## src/afsr_defines.svh

```systemverilog
`ifndef AFSR_DEFINES_SVH
`define AFSR_DEFINES_SVH

// ****************************************
// register offsets and resets
// ****************************************
`define AFSR_OFS_THRESH      8'h09
`define AFSR_OFS_STATUS      8'h0a
`define AFSR_OFS_FAULT       8'h0b
`define AFSR_RST_THRESH      8'h22
`define AFSR_RST_STATUS      8'h00
`define AFSR_RST_FAULT       8'h18

// ****************************************
// field positions
// ****************************************
`define AFSR_ST_UV           6
`define AFSR_ST_GAIN         5
`define AFSR_ST_CLIP         4
`define AFSR_ST_OC           3
`define AFSR_ST_OTF          2
`define AFSR_ST_OTW          1
`define AFSR_ST_BAT          0
`define AFSR_FC_GAIN_HI      7
`define AFSR_FC_GAIN_LO      6
`define AFSR_FC_MANUAL_RECOVERY_TRIGGER         5
`define AFSR_FC_MAX_HI       4
`define AFSR_FC_MAX_LO       3
`define AFSR_FC_UV           2
`define AFSR_FC_OT           1
`define AFSR_FC_OC           0

// ****************************************
// limiter modes, cut codes and retry hold
// ****************************************
`define AFSR_LIM_MUTE        2'h2
`define AFSR_LIM_LOW_ONLY    2'h3
`define AFSR_CUT_NONE        3'h0
`define AFSR_CUT_1P5         3'h1
`define AFSR_CUT_3           3'h2
`define AFSR_CUT_5           3'h3
`define AFSR_RETRY_HOLD      8'h3f

`endif

```

## src/afsr_pkg.sv

```systemverilog
package afsr_pkg;
  typedef enum logic [1:0] {
    AFSR_RUN,
    AFSR_SHUT,
    AFSR_RETRY,
    AFSR_LOCK
  } afsr_state_t;
endpackage

```

## src/afsr_regs.sv

```systemverilog
`timescale 1ns/1ps
`include "afsr_defines.svh"

module afsr_regs
  import afsr_pkg::*;
(
  input  wire logic       mclk,
  input  wire logic       rst,
  input  wire logic       reg_wr,
  input  wire logic       reg_rd,
  input  wire logic [7:0] reg_addr,
  input  wire logic [7:0] reg_wdata,
  output logic      [7:0] reg_rdata,
  input  wire logic [7:0] battery_sense,
  input  wire logic [1:0] limiter_mode_select,
  input  wire logic       regulator_undervoltage_flag,
  input  wire logic       gain_reduction_engaged_flag,
  input  wire logic       clip_detect,
  input  wire logic       overcurrent_fault_flag,
  input  wire logic       overtemperature_fault_flag,
  input  wire logic       thermal_warning_flag,
  output logic      [7:0] battery_knee_threshold,
  output logic      [2:0] thermal_warning_gain_cut,
  output logic            output_mute,
  output logic            limiter_allow,
  output logic            amp_shutdown,
  output logic            recovery_pulse
);

  // ****************************************
  // pin synchronisers
  // ****************************************
  logic [14:0] sync1_ff;
  logic [14:0] sync2_ff;
  logic [14:0] nxt_sync1;
  logic [14:0] nxt_sync2;

  always_comb begin
    nxt_sync1 = {battery_sense, limiter_mode_select,
                 regulator_undervoltage_flag, gain_reduction_engaged_flag,
                 clip_detect, overcurrent_fault_flag,
                 overtemperature_fault_flag};
    nxt_sync2 = sync1_ff;
  end

  always_ff @(posedge mclk) begin
    if (rst) begin
      sync1_ff <= 15'h0000;
      sync2_ff <= 15'h0000;
    end else begin
      sync1_ff <= nxt_sync1;
      sync2_ff <= nxt_sync2;
    end
  end

  logic [1:0] warn_sync_ff;
  logic [1:0] nxt_warn_sync;
  always_comb begin
    nxt_warn_sync = {warn_sync_ff[0], thermal_warning_flag};
  end
  always_ff @(posedge mclk) begin
    if (rst) begin
      warn_sync_ff <= 2'h0;
    end else begin
      warn_sync_ff <= nxt_warn_sync;
    end
  end

  logic [7:0] bat_s;
  logic [1:0] mode_s;
  logic       uv_s;
  logic       gain_s;
  logic       clip_s;
  logic       oc_s;
  logic       otf_s;
  logic       otw_s;
  always_comb begin
    bat_s  = sync2_ff[14:7];
    mode_s = sync2_ff[6:5];
    uv_s   = sync2_ff[4];
    gain_s = sync2_ff[3];
    clip_s = sync2_ff[2];
    oc_s   = sync2_ff[1];
    otf_s  = sync2_ff[0];
    otw_s  = warn_sync_ff[1];
  end

  // ****************************************
  // registers
  // ****************************************
  // threshold code is the raw sense code; volts are 3.8+12.4*code/255
  logic [7:0] thresh_ff;
  logic [7:0] nxt_thresh;
  logic [7:0] fault_ff;
  logic [7:0] nxt_fault;
  logic [7:0] status_ff;
  logic [7:0] nxt_status;
  logic [7:0] rdata_ff;
  logic [7:0] nxt_rdata;
  logic       manual_recovery_trigger_req;
  logic       bat_low;

  always_comb begin
    nxt_thresh = thresh_ff;
    nxt_fault  = fault_ff;
    manual_recovery_trigger_req   = 1'b0;
    if (reg_wr && reg_addr == `AFSR_OFS_THRESH) begin
      nxt_thresh = reg_wdata;
    end
    if (reg_wr && reg_addr == `AFSR_OFS_FAULT) begin
      // trigger bit is write-only, never stored
      nxt_fault  = reg_wdata & ~(8'h01 << `AFSR_FC_MANUAL_RECOVERY_TRIGGER);
      manual_recovery_trigger_req   = reg_wdata[`AFSR_FC_MANUAL_RECOVERY_TRIGGER];
    end
    // same code scale as the battery readout
    bat_low = (bat_s <= thresh_ff);
    // status is live; bus writes never reach it
    nxt_status = 8'h00;
    nxt_status[`AFSR_ST_UV]   = uv_s;
    nxt_status[`AFSR_ST_GAIN] = gain_s;
    nxt_status[`AFSR_ST_CLIP] = clip_s;
    nxt_status[`AFSR_ST_OC]   = oc_s;
    nxt_status[`AFSR_ST_OTF]  = otf_s;
    nxt_status[`AFSR_ST_OTW]  = otw_s;
    nxt_status[`AFSR_ST_BAT]  = bat_low;
    nxt_rdata = rdata_ff;
    if (reg_rd) begin
      unique case (reg_addr)
        `AFSR_OFS_THRESH: nxt_rdata = thresh_ff;
        `AFSR_OFS_STATUS: nxt_rdata = status_ff;
        `AFSR_OFS_FAULT:  nxt_rdata = fault_ff;
        default:          nxt_rdata = 8'h00;
      endcase
    end
  end

  always_ff @(posedge mclk) begin
    if (rst) begin
      thresh_ff <= `AFSR_RST_THRESH;
      fault_ff  <= `AFSR_RST_FAULT;
      status_ff <= `AFSR_RST_STATUS;
      rdata_ff  <= 8'h00;
    end else begin
      thresh_ff <= nxt_thresh;
      fault_ff  <= nxt_fault;
      status_ff <= nxt_status;
      rdata_ff  <= nxt_rdata;
    end
  end

  // ****************************************
  // limiter and gain outputs
  // ****************************************
  logic [2:0] cut_ff;
  logic [2:0] nxt_cut;
  logic       mute_ff;
  logic       nxt_mute;
  logic       allow_ff;
  logic       nxt_allow;

  always_comb begin
    nxt_cut = `AFSR_CUT_NONE;
    if (otw_s) begin
      unique case (fault_ff[`AFSR_FC_GAIN_HI:`AFSR_FC_GAIN_LO])
        2'h0: nxt_cut = `AFSR_CUT_NONE;
        2'h1: nxt_cut = `AFSR_CUT_1P5;
        2'h2: nxt_cut = `AFSR_CUT_3;
        2'h3: nxt_cut = `AFSR_CUT_5;
      endcase
    end
    // mute holds only while strictly below the knee
    nxt_mute  = (mode_s == `AFSR_LIM_MUTE) && (bat_s < thresh_ff);
    nxt_allow = (mode_s == `AFSR_LIM_LOW_ONLY) ? (bat_s < thresh_ff)
              : mode_s[0];
  end

  always_ff @(posedge mclk) begin
    if (rst) begin
      cut_ff   <= `AFSR_CUT_NONE;
      mute_ff  <= 1'b0;
      allow_ff <= 1'b0;
    end else begin
      cut_ff   <= nxt_cut;
      mute_ff  <= nxt_mute;
      allow_ff <= nxt_allow;
    end
  end

  // ****************************************
  // fault recovery
  // ****************************************
  afsr_state_t state_ff;
  afsr_state_t nxt_state;
  logic [7:0]  wait_ff;
  logic [7:0]  nxt_wait;
  logic [2:0]  tries_ff;
  logic [2:0]  nxt_tries;
  logic [2:0]  cause_ff;
  logic [2:0]  nxt_cause;
  logic [2:0]  seen;
  logic        pulse_ff;
  logic        nxt_pulse;
  logic        fault_any;
  logic        manual_needed;
  logic [2:0]  limit;
  logic        unlimited;

  always_comb begin
    fault_any = uv_s | otf_s | oc_s;
    // faults stay latched so a manual select outlives the pin
    seen = cause_ff | {uv_s, otf_s, oc_s};
    manual_needed = (seen[2] & fault_ff[`AFSR_FC_UV])
                  | (seen[1] & fault_ff[`AFSR_FC_OT])
                  | (seen[0] & fault_ff[`AFSR_FC_OC]);
    unlimited = (fault_ff[`AFSR_FC_MAX_HI:`AFSR_FC_MAX_LO] == 2'h3);
    unique case (fault_ff[`AFSR_FC_MAX_HI:`AFSR_FC_MAX_LO])
      2'h0:    limit = 3'd1;
      2'h1:    limit = 3'd3;
      default: limit = 3'd7;
    endcase
    nxt_state = state_ff;
    nxt_wait  = wait_ff;
    nxt_tries = tries_ff;
    nxt_pulse = 1'b0;
    nxt_cause = seen;
    unique case (state_ff)
      AFSR_RUN: begin
        if (fault_any) begin
          nxt_state = AFSR_SHUT;
        end else begin
          nxt_tries = 3'd0;
        end
      end
      AFSR_SHUT: begin
        if (manual_recovery_trigger_req) begin
          nxt_state = AFSR_RETRY;
          nxt_pulse = 1'b1;
          nxt_wait  = `AFSR_RETRY_HOLD;
          nxt_cause = 3'h0;
        end else if (!manual_needed && !fault_any) begin
          if (unlimited || tries_ff < limit) begin
            nxt_state = AFSR_RETRY;
            nxt_pulse = 1'b1;
            nxt_wait  = `AFSR_RETRY_HOLD;
            nxt_tries = unlimited ? tries_ff : tries_ff + 3'd1;
            nxt_cause = 3'h0;
          end else begin
            nxt_state = AFSR_LOCK;
          end
        end
      end
      AFSR_RETRY: begin
        // hold off so a fault that returns at once counts as a new try
        if (fault_any) begin
          nxt_state = AFSR_SHUT;
        end else if (wait_ff == 8'h00) begin
          nxt_state = AFSR_RUN;
        end else begin
          nxt_wait = wait_ff - 8'h01;
        end
      end
      AFSR_LOCK: begin
        if (manual_recovery_trigger_req) begin
          nxt_state = AFSR_RETRY;
          nxt_pulse = 1'b1;
          nxt_wait  = `AFSR_RETRY_HOLD;
          nxt_tries = 3'd0;
          nxt_cause = 3'h0;
        end
      end
    endcase
  end

  always_ff @(posedge mclk) begin
    if (rst) begin
      state_ff <= AFSR_RUN;
      wait_ff  <= 8'h00;
      tries_ff <= 3'd0;
      cause_ff <= 3'h0;
      pulse_ff <= 1'b0;
    end else begin
      state_ff <= nxt_state;
      wait_ff  <= nxt_wait;
      tries_ff <= nxt_tries;
      cause_ff <= nxt_cause;
      pulse_ff <= nxt_pulse;
    end
  end

  logic shut_ff;
  logic nxt_shut;
  always_comb begin
    nxt_shut = (nxt_state == AFSR_SHUT) || (nxt_state == AFSR_LOCK);
  end
  always_ff @(posedge mclk) begin
    if (rst) begin
      shut_ff <= 1'b0;
    end else begin
      shut_ff <= nxt_shut;
    end
  end

  always_comb begin
    reg_rdata                = rdata_ff;
    battery_knee_threshold   = thresh_ff;
    thermal_warning_gain_cut = cut_ff;
    output_mute              = mute_ff;
    limiter_allow            = allow_ff;
    amp_shutdown             = shut_ff;
    recovery_pulse           = pulse_ff;
  end

endmodule // afsr_regs

```

## config.mk

```make
export PLATFORM = sky130hd
export DESIGN_NAME = afsr_regs
export DESIGN_NICKNAME = d
export VERILOG_FILES = /design/src/afsr_pkg.sv /design/src/afsr_regs.sv
export VERILOG_INCLUDE_DIRS = /design/src
export SDC_FILE = /design/constraint.sdc
export NUM_CORES = 1
export LEC_CHECK = 0
export BUFFER_PORTS_ARGS = -buffer_cell sky130_fd_sc_hd__buf_2
export CAP_MARGIN = 5
export CORE_ASPECT_RATIO = 1.1
export CORE_MARGIN = 2
export CORE_UTILIZATION = 60
export DETAILED_ROUTE_END_ITERATION = 10
export PLACE_DENSITY = 0.82
export SYNTH_ARGS = -nofsm -noshare
export SYNTH_HDL_FRONTEND = slang
export SYNTH_SLANG_ARGS = --single-unit
```

## constraint.sdc

```tcl
create_clock -name mclk -period 5.1 [get_ports mclk]
set_input_delay 0.51 -clock mclk [delete_from_list [all_inputs] [get_ports mclk]]
set_output_delay 0.51 -clock mclk [all_outputs]
set_load 0.05 [all_outputs]
```

==> results of run 1 <==
## registers in the layout (all words and copies together) (netlist names), 7 cells and up
signal                  flops
nxt_sync2                  15
fault_ff                    7
status_ff                   7
reg_rdata                   8
sync2_ff                   15
wait_ff                     8
battery_knee_threshold      8
## metal layers
metal	track usage (%)	up-vias	share of wire, %
met4	12.7	0	3.1
met1	28.7	1302	46
li1	-	1397	-
met2	37.2	99	46
met5	0	-	0
met3	4.04	19	5.5
## per-stage QoR
step	utilization, %	instance area [µm²]	std cells	hold WS, ns	setup WS, ns
2_1_floorplan	-	3560	376	0.414	2.98
3_3_place_gp	66.9	3860	492	0.420	2.67
3_5_place_dp	66.9	3860	492	0.420	2.64
4_1_cts	69.9	4030	507	0.351	2.70
5_1_grt	69.9	4030	507	0.356	2.48
6_report	69.9	4030	507	0.360	2.68
## power by group through the flow
stage / clock network [mW] / logic, mW / registers (mW)
6_report: 0.424 / 0.161 / 0.704
5_1_grt: 0.456 / 0.180 / 0.707
4_1_cts: 0.428 / 0.160 / 0.703
3_5_place_dp: 0 / 0.159 / 0.719
3_3_place_gp: 0 / 0.156 / 0.718
2_1_floorplan: 0 / 0.120 / 0.719
## synthesized netlist by cell type, types with 3 or more instances
| cell | count |
|---|---|
| inv_1 | 17 |
| nor2b_1 | 47 |
| a311oi_2 | 3 |
| nand2_1 | 24 |
| nand2b_1 | 7 |
| ha_1 | 18 |
| nor2_1 | 31 |
| nor3_1 | 12 |
| dfxtp_1 | 84 |
| clkbuf_1 | 13 |
| and2_1 | 3 |
| nand3_1 | 8 |
| a22o_1 | 6 |
| mux2i_1 | 13 |
| or3_1 | 3 |
| o21ai_0 | 12 |
| o31ai_1 | 3 |
| nand4_1 | 5 |
| a31oi_1 | 6 |
| a21oi_1 | 16 |
## final cells by class
type                            instances  area, µm²  share of cell area, %
Timing Repair Buffer                   58        293                   7.26
Tap cell                               77       96.3                   2.39
Clock buffer                            9        124                   3.07
Clock inverter                          6       48.8                   1.21
Multi-Input combinational cell        255       1720                   42.7
Sequential cell                        84       1680                   41.7
Inverter                               18       67.6                   1.68
## worst reg2reg max path, stage by stage, from the launching register on
cell and delay (ns):
dfxtp_1 0.42, nor2_1 0.06, ha_1 0.27, a211oi_1 0.27, o2111ai_1 0.29, o211ai_2 0.49
and3_2 0.37, a311oi_2 0.12
## kinds of logic (layout without fill, tap and decap cells)
family | after synthesis | in the layout | synth area share (%)
AND/OR/NAND/NOR | 152 | 152 | 23.3
multiplexers | 14 | 14 | 3.97
other | 1 | 1 | 0.105
flip-flops | 84 | 84 | 47.2
buffers and inverters | 37 | 91 | 4.53
AO/OA/AOI/OAI | 69 | 69 | 14.3
adder cells (fa/ha/maj) | 18 | 18 | 6.32
XOR/XNOR | 1 | 1 | 0.246
## worst max path at each step
stage / endpoint / cells after the start / slack [ns] / from
after floorplan: wait_ff[6] / 6 / 2.98 / reg_addr[7]
after global placement: wait_ff[2] / 6 / 2.67 / reg_addr[7]
after detailed placement: wait_ff[3] / 6 / 2.64 / reg_addr[7]
after CTS: wait_ff[5] / 7 / 2.70 / fault_ff[4]
after global routing: wait_ff[3] / 7 / 2.48 / fault_ff[3]
final: wait_ff[2] / 7 / 2.68 / fault_ff[4]
==> out/qor.yml, run 1 <==
firstDrtPassIters: 4
num-nets-final: 480
drc_errors: 0
yosysUniqueCellTypes: 54
outcome: "completed"
worstReg2RegStart: "fault_ff[4]"
antenna_found_initial: 0
seq_area_frac_synth_pct: 47.2
first_global_vias: 2676
pwr-share-seq_pct: 54.6
hp-start: "battery_sense[0]"
pwr-share-clk_pct: 32.9
die_w_um: 77.5
clock_latency_ns: 0.36
regToRegEndpoint: "wait_ff[2]"
relSlewSlack_pct: 49.9
synthCells: 376
fp.dieH_um: 84.8
period_needed_ns: 2.42
max_freq_mhz: 412
fill_cells: 484
die-area_um2: 6570
r2r_slack_ns: 2.68
power_density_nw_per_um2: 320
cts-buffers-inserted: 9
port_buffers: 57
grt_max_degree: 75
antenna_cells: 0
vias_per_cell: 5.56
yosysTopAreaCellShare_pct: 47.2
ant_nets: 0
gp_congestion: 0.840
holdPathStages: 2
synth_nets: 430
cp_slowest_stage_delay_ns: 0.49
critical_path_class: "reg2reg"
post_cts_buffers: 0
dp_hpwl_um: 4940
async_reset_ff_share_pct: 0
root_buffer: "clkbuf_8"
io_pins: 59
synth.largest_area_cell: "dfxtp_1"
final_cell_mix: "dfxtp_1 (84), buf_2 (57), nor2b_1 (47)"
ys_top_cells_by_area: "dfxtp_1 (47%), nor2b_1 (8.3%), ha_1 (6.3%)"
vdd_drop_max_v: 0.000196
area_delta_synth_final_pct: 13.1
cts.sinks: 84
path_max_fanout: 11
rr_worst_depth: 7
min_path_type: "in2reg"
num_vias: 2817
timing.final.hold_violations: 0
drv_slew: 0
synth-edff-count: 0
initial_core_util_pct: 61.7
critPathTopFamily: "compound AO/OA/AOI/OAI gates"
power_mw: 1.29
critPathSlowestCell: "o211ai_2"
crit_path_end_kind: "flip-flop"
path_cells: "nor2_1 > ha_1 > a211oi_1 > o2111ai_1 > o211ai_2 > and3_2 > a311oi_2"
setup_violations: 0
avgSynthCellArea_um2: 9.47
clock_path_buffers: 2
htreeDepth: 3
mostFrequentLayoutCell: "dfxtp_1"
core_area_um2: 5770
startpoint_type: "flip-flop"
cts_resized: 0
hold_end: "nxt_sync2[7]"
clock_skew_ns: 0.0135
worstPathRequired_ns: 5.31
setup-tns-final_ns: 0
path_clk_slew_ns: 0.09
power.share.switching_pct: 28.1
finalCritPeriodShare_pct: 47.5
leakagePower_nw: 1.76
crit_buf_inv: 0
wl_um: 7020
combPwrFrac_pct: 12.5
ys.warnings.count: 0
rows: 29
grtUsageTotal_pct: 22.8
maxCapViolCount: 0
cts_hold_buf: 0
p_int_mw: 0.926
arrival_ns: 2.64
wl_per_cell_um: 13.8
power_switching_mw: 0.362
final_layout_size_suffix_gt1_share_pct: 20.2
ys_dominant_reg_cell: "dfxtp_1"
grt_pass1_wl_um: 12000
gr-total-overflow: 0
cts_tree: "yes"
rsz0062_at_grt: "false"
syn_area_um2: 3560
drt_iter0_drc: 201
tightest_slew_ns: 0.752
synth-seq-cells: 84
Note: power is estimated with default switching activity, not from simulation.
==> inputs of run 2 (changes only) <==
- CORE_UTILIZATION: 60 -> 56
- PLACE_DENSITY: 0.82 -> 0.77
- clock period: 5.1 -> 2.5 ns (I/O delays scaled with it)
==> run 2 against run 1 <==
- non-clock buffer count up 6
- maximum frequency is 5.9% higher
- first-iteration DRC count fell by 33%
- power rose by 110%
- design area increased by 1.5%
- largest cell class unchanged
- highest routed layer unchanged
- die area grew 6.8%
- count of clock-buffer cells in the layout unchanged
- clock power grew 110%
- core utilization fell by 3.4 points
- sequential cell count unchanged
- clock skew fell by 0.00098 ns
==> out/qor.yml, run 2 (synthesis results as in run 1) <==
cts-buffers-inserted: 9  # unchanged
power.share.switching_pct: 27.9  # was 28.1%
grt_pass1_wl_um: 11400  # was 12,000 µm
core_area_um2: 6160  # was 5770 µm²
root_buffer: "clkbuf_8"  # unchanged
initial_core_util_pct: 57.9  # was 61.7%
setup_ws_ns: 0.211  # was 2.68 ns
tightest_slew_ns: 0.604  # was 0.752 ns
cts_hold_buf: 0  # unchanged
grt_max_degree: 36  # was 75
arrival_ns: 2.54  # was 2.64 ns
period_needed_ns: 2.29  # was 2.42 ns
num-nets-final: 486  # was 480
cp_common_cell: "nor2_1"
outcome: "completed"  # unchanged
fin_util_pct: 66.4  # was 69.9%
cts.sinks: 84  # unchanged
area_delta_synth_final_pct: 14.8  # was 13.1%
rsz0062_at_grt: "false"  # unchanged
drv_slew: 0  # unchanged
startpoint_type: "flip-flop"  # unchanged
drt_iter0_drc: 134  # was 201
first_global_vias: 2495  # was 2,676
path_clk_slew_ns: 0.09  # about the same
vdd_drop_max_v: 0.000324  # was 0.000196 V
htreeDepth: 3  # unchanged
final_cell_mix: "dfxtp_1 (84), buf_2 (57), nor2b_1 (47)"  # unchanged
setup_violations: 0  # unchanged
place_ws_ns: 0.216  # was 2.64 ns
worstPathRequired_ns: 2.75  # was 5.31 ns
rows: 30  # was 29
placed_cell_area_um2: 3910  # was 3860 µm²
fp.dieH_um: 87.7  # was 84.8 µm
wl_per_cell_um: 13.4  # was 13.8 µm
clock_skew_ns: 0.0126  # was 0.0135 ns
power_switching_mw: 0.740  # was 0.362 mW
gr-total-overflow: 0  # unchanged
timing.final.hold_violations: 0  # unchanged
wl_um: 6930  # was 7020 µm
port_buffers: 57  # unchanged
mostFrequentLayoutCell: "dfxtp_1"  # unchanged
maxCapViolCount: 0  # unchanged
die_w_um: 80.0  # was 77.5 µm
vias_per_cell: 5.35  # was 5.56
firstDrtPassIters: 4  # unchanged
clock_latency_ns: 0.35  # was 0.36 ns
pwr-share-seq_pct: 54.0  # was 54.6%
relSlewSlack_pct: 59.6  # was 49.9%
leakagePower_nw: 1.80  # was 1.76 nW
combPwrFrac_pct: 12.8  # was 12.5%
cts_tree: "yes"  # unchanged
clock_path_buffers: 2  # unchanged
num_vias: 2766  # was 2,817
cts_resized: 0  # unchanged
cp_slowest_stage_delay_ns: 0.48  # was 0.49 ns
final_area_um2: 4090  # was 4030 µm²
dp_hpwl_um: 5000  # was 4940 µm
crit_path_end_kind: "flip-flop"  # unchanged
antenna_found_initial: 0  # unchanged
power_density_nw_per_um2: 649  # was 320 nW/µm²
drc_errors: 0  # unchanged
critical_path_class: "reg2reg"  # unchanged
holdWs_ns: 0.109  # was 0.360 ns
die-area_um2: 7020  # was 6570 µm²
antenna_cells: 0  # unchanged
ant_nets: 0  # unchanged
finalCritPeriodShare_pct: 91.6  # was 47.5%
setup-tns-final_ns: 0  # unchanged
min_path_type: "in2reg"  # unchanged
path_max_fanout: 5  # was 11
max_freq_mhz: 437  # was 412 MHz
critPathSlowestCell: "nor4_1"  # was o211ai_2
pwr-share-clk_pct: 33.2  # was 32.9%
final_layout_size_suffix_gt1_share_pct: 21.5  # was 20.2%
gp_congestion: 0.804  # was 0.840
post_cts_buffers: 0  # unchanged
p_int_mw: 1.91  # was 0.926 mW
grtUsageTotal_pct: 20.8  # was 22.8%
io_pins: 59  # unchanged
path_cells: "nor2_1 > ha_1 > a211oi_1 > o2111ai_1 > buf_4 > nor4_1 > nor2_1 > a32o_1"  # was nor2_1 > ha_1 > a211oi_1 > o2111ai_1 > o211ai_2 > and3_2 > a311oi_2
## run 2: path summary, 6_finish.rpt
kind / cells after the start / startpoint / slack, ns / end
setup / recovery: 8 / fault_ff[3] / 0.21 / tries_ff[1]
hold / removal: 2 / limiter_mode_select[0] / 0.11 / nxt_sync2[5]
setup reg to reg: 8 / fault_ff[3] / 0.21 / tries_ff[1]
hold reg to reg: 1 / nxt_sync2[0] / 0.43 / sync2_ff[0]
## run 2: metrics by stage
| step | power (mW) | std cells |
|---|---|---|
| floorplan | 1.71 | 376 |
| global placement | 1.79 | 501 |
| detailed placement | 1.80 | 501 |
| CTS | 2.67 | 517 |
| global route | 2.79 | 517 |
| finish | 2.65 | 517 |
## run 2: power groups by stage
stage | clock network (mW) | registers [mW] | logic, mW
6_report | 0.881 | 1.43 | 0.338
5_1_grt | 0.967 | 1.44 | 0.381
4_1_cts | 0.899 | 1.43 | 0.337
3_5_place_dp | 0 | 1.46 | 0.336
3_3_place_gp | 0 | 1.46 | 0.330
2_1_floorplan | 0 | 1.47 | 0.245
## run 2: per-layer routing
layer | global-route usage [%] | vias to the layer above | routed length [µm]
li1 | - | 1418 | -
met1 | 26.8 | 1266 | 3270
met2 | 35.2 | 73 | 3260
met3 | 2.78 | 9 | 299
met4 | 8.63 | 0 | 102
met5 | 0 | - | 0
## run 2: critical path, delay by kind of cell (launching register included)
kind | cells | cell delay [ns]
compound gates | 3 | 0.69
fa+ha+maj | 1 | 0.27
buf+inv | 1 | 0.20
flops | 1 | 0.41
simple gates | 3 | 0.64
## run 2: final cells by class
class	count	area [µm²]
clock inverter	7	58.8
fill	517	2070
multi-input combinational	255	1720
inverter	18	67.6
timing repair buffer	64	338
tap	80	100
clock buffer	9	124
sequential	84	1680
==> inputs of run 3 (changes only) <==
- PLACE_DENSITY: 0.77 -> 0.83
- SETUP_SLACK_MARGIN: default -> 0.02
==> run 3 against run 2 <==
- critical path type unchanged
- first-iteration DRC count fell by 20%
- maximum frequency fell by 0.48%
- core utilization increased by 0.37 points
- highest routed layer unchanged
- critical path depth unchanged
==> out/qor.yml, run 3 (synthesis results as in run 1) <==
finalCritPeriodShare_pct: 92.0  # was 91.6%
drc_errors: 0  # unchanged
critical_path_class: "reg2reg"  # unchanged
worstPathRequired_ns: 2.74  # was 2.75 ns
pwr-share-seq_pct: 52.7  # was 54.0%
dp_hpwl_um: 4910  # was 5000 µm
mostFrequentLayoutCell: "dfxtp_1"  # unchanged
timing.final.hold_violations: 0  # unchanged
die_w_um: 80.0  # unchanged
path_max_fanout: 6  # was 5
clock_skew_ns: 0.0103  # was 0.0126 ns
gr-total-overflow: 0  # unchanged
min_path_type: "in2reg"  # unchanged
period_needed_ns: 2.30  # was 2.29 ns
worstReg2RegStart: "fault_ff[4]"  # was fault_ff[3]
wl_per_cell_um: 13.0  # was 13.4 µm
num_vias: 2753  # was 2,766
grt_max_degree: 46  # was 36
arrival_ns: 2.54  # about the same
antenna_found_initial: 0  # unchanged
initial_core_util_pct: 57.9  # unchanged
crit_path_end_kind: "flip-flop"  # unchanged
cts.sinks: 84  # unchanged
firstDrtPassIters: 4  # unchanged
grt_pass1_wl_um: 11100  # was 11,400 µm
clock_latency_ns: 0.34  # was 0.35 ns
hp-start: "battery_sense[2]"  # was limiter_mode_select[0]
setup_violations: 0  # unchanged
fill_cells: 493  # was 517
core_area_um2: 6160  # unchanged
startpoint_type: "flip-flop"  # unchanged
path_clk_slew_ns: 0.08  # was 0.09 ns
final_layout_size_suffix_gt1_share_pct: 21.5  # unchanged
vdd_drop_max_v: 0.000453  # was 0.000324 V
holdWs_ns: 0.113  # was 0.109 ns
cts_tree: "yes"  # unchanged
final_cell_mix: "dfxtp_1 (84), buf_2 (57), nor2b_1 (47)"  # unchanged
maxCapViolCount: 0  # unchanged
outcome: "completed"  # unchanged
drv_slew: 0  # unchanged
num-nets-final: 486  # unchanged
leakagePower_nw: 1.81  # was 1.80 nW
first_global_vias: 2534  # was 2,495
crit_start: "fault_ff[4]"  # was fault_ff[3]
p_int_mw: 2.01  # was 1.91 mW
gp_congestion: 0.823  # was 0.804
port_buffers: 57  # unchanged
htreeDepth: 3  # unchanged
root_buffer: "clkbuf_8"  # unchanged
grtUsageTotal_pct: 19.8  # was 20.8%
rsz0062_at_grt: "false"  # unchanged
vias_per_cell: 5.32  # was 5.35
power.share.switching_pct: 26.3  # was 27.9%
power_switching_mw: 0.716  # was 0.740 mW
fp.dieH_um: 87.7  # unchanged
clock_path_buffers: 2  # unchanged
relSlewSlack_pct: 61.7  # was 59.6%
die-area_um2: 7020  # unchanged
cts-buffers-inserted: 9  # unchanged
pwr-share-clk_pct: 34.8  # was 33.2%
drt_iter0_drc: 107  # was 134
area_delta_synth_final_pct: 15.4  # was 14.8%
max_freq_mhz: 435  # was 437 MHz
power_density_nw_per_um2: 662  # was 649 nW/µm²
rows: 30  # unchanged
antenna_cells: 0  # unchanged
ant_nets: 0  # unchanged
io_pins: 59  # unchanged
combPwrFrac_pct: 12.6  # was 12.8%
wl_um: 6730  # was 6930 µm
tightest_slew_ns: 0.573  # was 0.604 ns
setup-tns-final_ns: 0  # unchanged
## run 3: area by class of cell
type	instances	area (µm²)	share of cell area, %
Timing Repair Buffer	64	338	8.22
Tap cell	80	100	2.43
Clock buffer	10	128	3.10
Inverter	18	67.6	1.64
Multi-Input combinational cell	255	1730	42.0
Sequential cell	84	1680	40.9
Clock inverter	6	71.3	1.73
## run 3: critical path: stages (launching register included)
cell and delay [ns]:
dfxtp_1 0.41, nor2_1 0.06, ha_1 0.27, a211oi_1 0.30, o2111ai_2 0.25, o211ai_2 0.35
buf_4 0.19, a31oi_1 0.09, a311oi_2 0.28
## run 3: timing repair
action	4_1_cts	5_1_grt
hold buffers	0	0
resized for setup	0	1
buffers inserted	0	1
setup endpoints to repair	0	2
## run 3: path summary, 6_finish.rpt
kind                            cells after the start  slack [ns]           end
worst max-delay path                                8        0.20    wait_ff[2]
worst min register to register                      1        0.44  status_ff[5]
worst min-delay path                                2        0.11  nxt_sync2[9]
worst max register to register                      8        0.20    wait_ff[2]
## run 3: through the flow
| stage | instance area [µm²] | setup WS, ns | util [%] | std cells | total power, mW |
|---|---|---|---|---|---|
| floorplan | 3560 | 0.481 | - | 376 | 1.71 |
| global placement | 3900 | 0.335 | 63.3 | 500 | 1.79 |
| detailed placement | 3900 | 0.164 | 63.3 | 500 | 1.80 |
| CTS | 4100 | 0.142 | 66.6 | 516 | 2.74 |
| global route | 4110 | 0.0840 | 66.8 | 517 | 2.85 |
| finish | 4110 | 0.200 | 66.8 | 517 | 2.72 |
## run 3: power groups by stage
stage               Sequential (mW)  Combinational, mW  Clock (mW)
floorplan                      1.47              0.245           0
CTS                            1.43              0.340       0.969
detailed placement             1.46              0.337           0
finish                         1.43              0.342       0.947
global route                   1.44              0.381        1.03
global placement               1.46              0.324           0
## run 3: per-layer routing
metal	vias to the layer above	wire [µm]	global-route usage (%)	share of wire [%]
li1	1412	-	-	-
met1	1241	3030	24.4	45
met2	87	3210	33.6	48
met3	13	358	3.40	5.3
met4	0	128	9.86	1.9
met5	-	0	0	0
